<file path="src/hdl/mode_bus_pkg.sv">
// Package: mode decode, register map and bus timing constants
package mode_bus_pkg;
   // ===========================================================
   // Register map (plain port, byte offsets)
   localparam logic [3:0] off_area_wait_control_low = 4'h0;
   localparam logic [3:0] off_access_state_control  = 4'h1;
   localparam logic [3:0] off_area_width_control    = 4'h2;
   localparam logic [3:0] off_mode_status           = 4'h3;
   // ===========================================================
   // Field positions and reset values
   localparam int area3_wait_bit1_pos = 7;
   localparam int area3_wait_bit0_pos = 6;
   localparam int area3_three_state_pos = 3;
   localparam logic [7:0] area_wait_control_low_rst = 8'hff;
   localparam logic [7:0] access_state_control_rst  = 8'hff;
   localparam int num_areas = 8;
   // ===========================================================
   // Mode pin patterns
   localparam logic [2:0] mode4_pins = 3'h4;
   localparam logic [2:0] mode5_pins = 3'h5;
   localparam logic [2:0] mode6_pins = 3'h6;
   localparam logic [2:0] mode7_pins = 3'h7;
   localparam logic [3:0] first_area3_wait = 4'h0;
   localparam logic [1:0] t_last_fixed = 2'h2;
   // ===========================================================
   // External cycle states, Gray ordered along the three-state path without waits
   typedef enum logic [2:0] {
      st_idle = 3'b000,
      st_t1   = 3'b001,
      st_t2   = 3'b011,
      st_t3   = 3'b010,
      st_tw   = 3'b111
   } ext_state_t;
   localparam int unused_pad = 0;
endpackage

</file>
<file path="src/hdl/mode_cfg_if.sv">
// Interface: latched mode configuration shared with the cycle sequencer
`timescale 1ns/1ps
interface mode_cfg_if;
   logic       ext_enable;
   logic       bus16;
   logic [1:0] area3_waits;
   logic       area3_three_state;
   modport cfg (output ext_enable, output bus16, output area3_waits, output area3_three_state);
   modport seq (input ext_enable, input bus16, input area3_waits, input area3_three_state);
endinterface

</file>
<file path="src/hdl/ext_cycle_seq.sv">
// External access cycle sequencer for area 3 with program waits
`timescale 1ns/1ps
module ext_cycle_seq (
   input  wire logic ref_clk,
   input  wire logic rstn,
   mode_cfg_if.seq   cfg,
   input  wire logic start,
   output logic      busy,
   output logic      wait_state,
   output logic      done
);
   mode_bus_pkg::ext_state_t state;
   mode_bus_pkg::ext_state_t next_state;
   logic [1:0] wait_cnt;
   logic [1:0] next_wait_cnt;
   logic       go;
   logic       waits_due;
   assign go        = start && cfg.ext_enable;
   assign waits_due = cfg.area3_three_state && (cfg.area3_waits != 2'h0);

   // ===========================================================
   // State sequencing
   always_comb begin
      next_state    = state;
      next_wait_cnt = wait_cnt;
      case (state)
         mode_bus_pkg::st_idle: begin
            if (go) next_state = mode_bus_pkg::st_t1;
         end
         mode_bus_pkg::st_t1: begin
            next_state = mode_bus_pkg::st_t2;
         end
         mode_bus_pkg::st_t2: begin
            // Waits go between second and third state
            if (waits_due) begin
               next_state    = mode_bus_pkg::st_tw;
               next_wait_cnt = cfg.area3_waits;
            end else if (cfg.area3_three_state) begin
               next_state = mode_bus_pkg::st_t3;
            end else begin
               next_state = mode_bus_pkg::st_idle;
            end
         end
         mode_bus_pkg::st_tw: begin
            if (wait_cnt == 2'h1) next_state = mode_bus_pkg::st_t3;
            next_wait_cnt = wait_cnt - 2'h1;
         end
         mode_bus_pkg::st_t3: begin
            next_state = mode_bus_pkg::st_idle;
         end
         default: begin
            next_state = mode_bus_pkg::st_idle;
         end
      endcase
   end

   always_ff @(posedge ref_clk) begin
      if (!rstn) begin
         state    <= mode_bus_pkg::st_idle;
         wait_cnt <= 2'h0;
      end else begin
         state    <= next_state;
         wait_cnt <= next_wait_cnt;
      end
   end

   assign busy       = (state != mode_bus_pkg::st_idle);
   assign wait_state = (state == mode_bus_pkg::st_tw);
   assign done       = busy && (next_state == mode_bus_pkg::st_idle);
endmodule

</file>
<file path="src/hdl/mode_select_bus_config.sv">
// Top: mode decode, bus width selection, wait control registers
//
// The placing of the registers and strobed register access were left to the implementer.
`timescale 1ns/1ps
// Summary of operation
// Mode pins 100..111 select modes 4 through 7
// Modes 4, 5 and 6 allow external memory and peripheral access
// Mode 7 is single-chip, ROM on, no external space
// ROM disabled in modes 4 and 5, enabled in 6 and 7
// Initial bus width 16 bits in mode 4, 8 bits in 5 and 6
// Bus is 16-bit if any area is 16-bit, else 8-bit
// Outside holds mode pins steady while operating
// Word and longword accesses force address bit 0 to zero
// Area 3 wait field bits 7:6, reset 11, gives 0..3 waits
// Program waits inserted between second and third access states
// Mode pins sampled during reset and held until next reset
module mode_select_bus_config (
   input  wire logic        ref_clk,
   input  wire logic        rstn,
   input  wire logic        mode_pin_2,
   input  wire logic        mode_pin_1,
   input  wire logic        mode_pin_0,
   input  wire logic [3:0]  reg_addr,
   input  wire logic [7:0]  reg_wdata,
   input  wire logic        reg_wr,
   input  wire logic        reg_rd,
   output logic      [7:0]  reg_rdata,
   input  wire logic [23:0] cpu_addr,
   input  wire logic        cpu_wide,
   input  wire logic        ext_start,
   output logic      [23:0] ext_addr,
   output logic             ext_busy,
   output logic             ext_wait,
   output logic             ext_done,
   output logic             rom_enable,
   output logic             ext_enable,
   output logic             bus16,
   output logic      [2:0]  op_mode
);
   logic [2:0] mode_pins;
   logic [2:0] mode_latched;
   logic       mode_valid;
   logic [7:0] area_wait_control_low;
   logic [7:0] access_state_control;
   logic [7:0] area_width_control;
   logic [7:0] next_width_init;
   logic [7:0] mode_status;
   logic [7:0] next_rdata;
   logic       sel_wait;
   logic       sel_ast;
   logic       sel_width;
   logic       sel_status;
   mode_cfg_if cfg_bus ();

   // ===========================================================
   // Mode capture while reset is held
   assign mode_pins = {mode_pin_2, mode_pin_1, mode_pin_0};
   always_ff @(posedge ref_clk) begin
      if (!rstn) mode_latched <= mode_pins;
   end
   assign mode_valid = mode_latched[2];
   assign op_mode    = mode_valid ? mode_latched : mode_bus_pkg::mode7_pins;
   assign ext_enable = (op_mode != mode_bus_pkg::mode7_pins);
   assign rom_enable = (op_mode == mode_bus_pkg::mode6_pins) || (op_mode == mode_bus_pkg::mode7_pins);

   // ===========================================================
   // Initial widths by mode
   assign next_width_init = (mode_pins == mode_bus_pkg::mode4_pins) ? 8'hff : 8'h00;

   // ===========================================================
   // Register decode
   assign sel_wait   = (reg_addr == mode_bus_pkg::off_area_wait_control_low);
   assign sel_ast    = (reg_addr == mode_bus_pkg::off_access_state_control);
   assign sel_width  = (reg_addr == mode_bus_pkg::off_area_width_control);
   assign sel_status = (reg_addr == mode_bus_pkg::off_mode_status);
   assign mode_status = {3'h0, rom_enable, ext_enable, bus16, op_mode[1:0]};

   always_comb begin
      if (sel_wait) next_rdata = area_wait_control_low;
      else if (sel_ast) next_rdata = access_state_control;
      else if (sel_width) next_rdata = area_width_control;
      else if (sel_status) next_rdata = mode_status;
      else next_rdata = 8'h00;
   end

   always_ff @(posedge ref_clk) begin
      if (!rstn) begin
         area_wait_control_low <= mode_bus_pkg::area_wait_control_low_rst;
         access_state_control  <= mode_bus_pkg::access_state_control_rst;
         area_width_control    <= next_width_init;
      end else if (reg_wr) begin
         if (sel_wait) area_wait_control_low <= reg_wdata;
         if (sel_ast) access_state_control <= reg_wdata;
         if (sel_width && ext_enable) area_width_control <= reg_wdata;
      end
   end

   always_ff @(posedge ref_clk) begin
      if (!rstn) reg_rdata <= 8'h00;
      else reg_rdata <= reg_rd ? next_rdata : 8'h00;
   end

   // ===========================================================
   // Bus width and address alignment
   assign bus16 = ext_enable && (|area_width_control);

   always_ff @(posedge ref_clk) begin
      if (!rstn) ext_addr <= 24'h000000;
      else if (ext_start) ext_addr <= {cpu_addr[23:1], cpu_addr[0] & ~cpu_wide};
   end

   // ===========================================================
   // Configuration to cycle sequencer
   assign cfg_bus.ext_enable        = ext_enable;
   assign cfg_bus.bus16             = bus16;
   assign cfg_bus.area3_waits       = {area_wait_control_low[mode_bus_pkg::area3_wait_bit1_pos],
                                       area_wait_control_low[mode_bus_pkg::area3_wait_bit0_pos]};
   assign cfg_bus.area3_three_state = access_state_control[mode_bus_pkg::area3_three_state_pos];

   ext_cycle_seq u_seq (
      .ref_clk    (ref_clk),
      .rstn       (rstn),
      .cfg        (cfg_bus.seq),
      .start      (ext_start),
      .busy       (ext_busy),
      .wait_state (ext_wait),
      .done       (ext_done)
   );

   // ===========================================================
   // Checks
   property p_mode7_no_ext;
      @(posedge ref_clk) disable iff (!rstn) (op_mode == 3'h7) |-> (!ext_enable && rom_enable && !bus16);
   endproperty
   a_mode7_no_ext: assert property (p_mode7_no_ext) else $error("Mode 7 allows external access");

   property p_rom_map;
      @(posedge ref_clk) disable iff (!rstn) rom_enable == op_mode[1];
   endproperty
   a_rom_map: assert property (p_rom_map) else $error("ROM enable wrong for mode");

   property p_ext_modes;
      @(posedge ref_clk) disable iff (!rstn) (op_mode inside {3'h4, 3'h5, 3'h6}) |-> ext_enable;
   endproperty
   a_ext_modes: assert property (p_ext_modes) else $error("Extended mode lacks external access");

   property p_mode_range;
      @(posedge ref_clk) disable iff (!rstn) op_mode[2];
   endproperty
   a_mode_range: assert property (p_mode_range) else $error("Mode outside 4 to 7");

   property p_mode_fixed;
      @(posedge ref_clk) disable iff (!rstn) $stable(op_mode);
   endproperty
   a_mode_fixed: assert property (p_mode_fixed) else $error("Mode changed while running");

   property p_bus16_any;
      @(posedge ref_clk) disable iff (!rstn) ext_enable |-> (bus16 == (area_width_control != 8'h00));
   endproperty
   a_bus16_any: assert property (p_bus16_any) else $error("Bus mode disagrees with area widths");

   property p_align;
      @(posedge ref_clk) disable iff (!rstn) (ext_start && cpu_wide) |=> !ext_addr[0];
   endproperty
   a_align: assert property (p_align) else $error("Wide access kept odd address");

   property p_wait_reset;
      @(posedge ref_clk) $rose(rstn) |-> area_wait_control_low[7:6] == 2'h3;
   endproperty
   a_wait_reset: assert property (p_wait_reset) else $error("Area 3 wait field not 11 after reset");

   property p_wait_len;
      @(posedge ref_clk) disable iff (!rstn)
         ($rose(ext_wait) && cfg_bus.area3_waits == 2'h3) |-> ext_wait [*3] ##1 !ext_wait;
   endproperty
   a_wait_len: assert property (p_wait_len) else $error("Three waits not inserted");

   property p_init_width;
      @(posedge ref_clk) $rose(rstn) |-> bus16 == (op_mode == 3'h4);
   endproperty
   a_init_width: assert property (p_init_width) else $error("Initial bus width wrong");

   property p_t3_after_wait;
      @(posedge ref_clk) disable iff (!rstn) $fell(ext_wait) |-> (ext_busy && ext_done);
   endproperty
   a_t3_after_wait: assert property (p_t3_after_wait) else $error("No third state after waits");

   property p_mode7_width_locked;
      @(posedge ref_clk) disable iff (!rstn) !ext_enable |=> $stable(area_width_control);
   endproperty
   a_mode7_width_locked: assert property (p_mode7_width_locked) else $error("Width changed in single-chip");
endmodule

</file>
<file path="config.mk">
export PLATFORM = sky130hd
export DESIGN_NAME = mode_select_bus_config
export DESIGN_NICKNAME = d
export VERILOG_FILES = /design/src/hdl/mode_bus_pkg.sv /design/src/hdl/mode_cfg_if.sv /design/src/hdl/ext_cycle_seq.sv /design/src/hdl/mode_select_bus_config.sv
export SDC_FILE = /design/constraint.sdc
export NUM_CORES = 1
export LEC_CHECK = 0
export BUFFER_PORTS_ARGS = -buffer_cell sky130_fd_sc_hd__buf_2
export CELL_PAD_IN_SITES_DETAIL_PLACEMENT = 1
export CELL_PAD_IN_SITES_GLOBAL_PLACEMENT = 2
export CORE_AREA = 2 2 94 96
export DETAILED_ROUTE_END_ITERATION = 10
export DIE_AREA = 0 0 96 98
export GPL_ROUTABILITY_DRIVEN = 0
export PLACE_DENSITY = 0.78
export SLEW_MARGIN = 20
export SYNTH_ARGS = -nofsm -noshare
export SYNTH_HDL_FRONTEND = slang
export SYNTH_HIERARCHICAL = 1
export SYNTH_SLANG_ARGS = --single-unit
</file>
<file path="constraint.sdc">
create_clock -name ref_clk -period 2.8 [get_ports ref_clk]
set_input_delay 0.42 -clock ref_clk [delete_from_list [all_inputs] [get_ports ref_clk]]
set_output_delay 0.42 -clock ref_clk [all_outputs]
set_load 0.1 [all_outputs]
</file>
==> flow_summary.toml <==
[worst_setup_path]
critical_path.max_fanout = 5
required_ns = 2.38
crit_top_cell = "sky130_fd_sc_hd__a21boi_2"
cp_data_arrival_time_ns = 1.73
worst-setup-path-type = "reg -> out"
critical-path-top-delay-family = "compound AO/OA/AOI/OAI gates"
cp.buffers_inverters = 1
critical_path.max_stage_delay_ns = 0.45
cp_slowest_cell = "sky130_fd_sc_hd__buf_2"
worstPathCellList = "a21boi_2, a21boi_2, buf_2"
end_kind = "output port"
kind_of_start_point_of_the_critical_path = "flop"

[clock_network]
numCtsBuffers = 9
cts_setup_buffers = 0
htreeDepth = 3
cts_tree = "built"
post_cts_resized = 0
worst_skew_pair.late_latency_ns = 0.34
number_of_clock_sinks = 64
clockRootBuffer = "sky130_fd_sc_hd__clkbuf_8"
cts.reportedPaths.clkPinSlew_ns = 0.07
hold_buffers = 0
cts_buffer_depth = 2

[timing]
max_slew_margin_pct = 63.9
finalMaxSlewViolations = 0
worstMarginPinSlew_ns = 0.542
finalCritPeriodShare_pct = 76.9
worst_slack_ns = 0.646
report.final.setup_viol = 0
final.min_clock_period_ns = 2.15
clock.fmax_mhz = 464
setup_repair_after_global_routing_missed_its_margin = "no"
finClkSkew_ns = 0.00879
timing_hold_violations_final = 0

[synthesis]
synth.area.mux_share_pct = 14.7
syn_inst = 257
synth.distinct_cells = 46
synth_xor_xnor_area_share_pct = 0
synth.cell_area_mm2 = 0.00262
number_of_enable_flip_flop_cells_after_synthesis = 11
seq_area_frac_synth_pct = 53.1
synth_seq_cells = 64
netlist_top_cells_area = "sky130_fd_sc_hd__dfxtp_1, sky130_fd_sc_hd__edfxtp_1, sky130_fd_sc_hd__mux2i_1"
synth_top_family_by_area = "simple AND/OR/NAND/NOR gates"
synth_top_area_share_pct = 40.5
asyncSetResetFlopFracSynth_pct = 0
synth_compound_gate_area_share_pct = 9.69
yosysWarnings = 6
synth_adder_area_share_pct = 0.477
postSynthAreaPerCell_um2 = 10.2
synthSimpleGateAreaFrac_pct = 18.4
synth_ff_type = "sky130_fd_sc_hd__dfxtp_1"
synth_largest_area_cell = "sky130_fd_sc_hd__dfxtp_1"
syn_nets = 303

[place]
portBuffers = 84
pre_cts_slack_ns = 1.01
hpwlAfterDp_um = 5040

[global_route]
grt_start_max_net_pins = 28
globalRoute.totalOverflow = 0
grt_pass1_vias = 2328
track_usage_pct = 16.1
wire_length_of_the_first_global_routing_pass_um = 11600
grt_antenna_before_repair = 0

[floorplan]
initial_utilization_pct = 31.0
design.die.area_mm2 = 0.00941
die-height_um = 98
die_outline_width_um = 96
core_region_area_mm2 = 0.00847
row_count = 34
ioPinCount = 86

[pwr]
power_leakage_nw = 1.64
power.density_mw_per_mm2 = 665
power.ir.vdd_worst_mv = 0.328
post-layout-total-power_mw = 2.22

[route]
routed_wirelength_um = 7010
count_of_unresolved_drc_violations_after_routing = 0
final_antenna_net_count = 0
route.vias.total = 2199
per_cell_routed_wire_length_um = 15.4
route.detailed.vias_per_inst = 4.82
drt_first_iter_violations = 59
first_pass_iters = 4

[cells_and_area]
num-fill-cells = 973
antenna_cells = 0
design.final.nets = 389
most_frequent_cells_in_the_layout = "sky130_fd_sc_hd__buf_2, sky130_fd_sc_hd__dfxtp_1, sky130_fd_sc_hd__nand2_1"
area_growth_pct = 27.4
layout_commonest_cell = "sky130_fd_sc_hd__buf_2"
fraction_of_layout_cells_with_a_size_suffix_above_1_pct = 34.8

[flow_run]
max-cap-violations = 0

[hold_path]
hold_class = "in -> reg"

[status]
run_status = "finished, final reports clean"
==> routing by layer <==
| metal | vias up | global-route usage (%) | routed length [um] |
|---|---|---|---|
| li1 | 1073 | - | - |
| met1 | 1053 | 20.3 | 3160 |
| met2 | 62 | 25.3 | 3290 |
| met3 | 11 | 4.09 | 416 |
| met4 | 0 | 7.91 | 145 |
| met5 | - | 0 | 0 |
==> worst register-to-register path, cell delays in order, from the launching register on <==
cell and delay, ns:
sky130_fd_sc_hd__edfxtp_1 0.42, sky130_fd_sc_hd__a21boi_2 0.29, sky130_fd_sc_hd__nand3_1 0.11, sky130_fd_sc_hd__o21ai_0 0.17
sky130_fd_sc_hd__buf_4 0.22
==> layout make-up <==
type / instances / area [um^2] / area share [%]
clock buffers: 12 / 166 / 4.99
clock inverters: 4 / 26.3 / 0.787
inverters: 5 / 18.8 / 0.562
multi-input cells: 174 / 1140 / 34.2
flip-flops and latches: 64 / 1390 / 41.7
well taps: 108 / 135 / 4.05
repair buffers: 89 / 458 / 13.7
==> through the flow <==
stage / cells / setup TNS (ns) / util (%) / hold WS (ns) / cell area, um^2
after CTS: 456 / 0 / 39.4 / 0.245 / 3340
final: 456 / 0 / 39.4 / 0.264 / 3340
after floorplan: 257 / -0.0130 / - / 0.424 / 2630
after global placement: 440 / 0 / 37.2 / 0.449 / 3150
after global routing: 456 / 0 / 39.4 / 0.252 / 3340
after detailed placement: 440 / 0 / 37.2 / 0.451 / 3150
==> cells in the mapped netlist (6+ instances only) <==
| cell type | number |
|---|---|
| sky130_fd_sc_hd__buf_2 | 7 |
| sky130_fd_sc_hd__nand2_1 | 34 |
| sky130_fd_sc_hd__a21o_1 | 8 |
| sky130_fd_sc_hd__edfxtp_1 | 11 |
| sky130_fd_sc_hd__dfxtp_1 | 53 |
| sky130_fd_sc_hd__nor2_1 | 27 |
| sky130_fd_sc_hd__a21oi_1 | 8 |
| sky130_fd_sc_hd__o21ai_0 | 6 |
| sky130_fd_sc_hd__mux2i_1 | 33 |
| sky130_fd_sc_hd__nand3_1 | 13 |
==> kinds of logic (layout without fill, tap and decap cells) <==
kind of cell               Yosys count  in the layout
AOI/OAI and AO/OA                   36             36
adders and majority gates            1              1
buffers and inverters               19            110
DFF                                 64             64
muxes                               37             37
other                                1              1
and+or+nand+nor                     99             99
==> state kept, by name (all words and copies together), names as in the netlist <==
name	count
area_wait_control_low	8
u_seq/state	3
reg_rdata	8
ext_addr	24
u_seq/wait_cnt	2
mode_latched	3
area_width_control	8
access_state_control	8
==> report_power, final <==
group          total, mW  internal, mW  switching [mW]
registers           1.01         0.981          0.0288
logic              0.444         0.102           0.341
clock network      0.765         0.398           0.367
total               2.22          1.48           0.737
==> path summary, 6_finish.rpt <==
| check | startpoint | to | slack [ns] | cells after the start |
|---|---|---|---|---|
| worst max-delay path | mode_latched[1]$_DFFE_PN_ | bus16 | 0.65 | 3 |
| worst min-delay path | mode_pin_2 | mode_latched[2]$_DFFE_PN_ | 0.26 | 1 |
| worst max register to register | mode_latched[1]$_DFFE_PN_ | area_width_control[5]$_DFFE_PP_ | 1.30 | 4 |
| worst min register to register | area_wait_control_low[1]$_SDFFE_PN1P_ | reg_rdata[1]$_SDFF_PN0_ | 0.46 | 2 |
(Power assumes the default switching activity.)
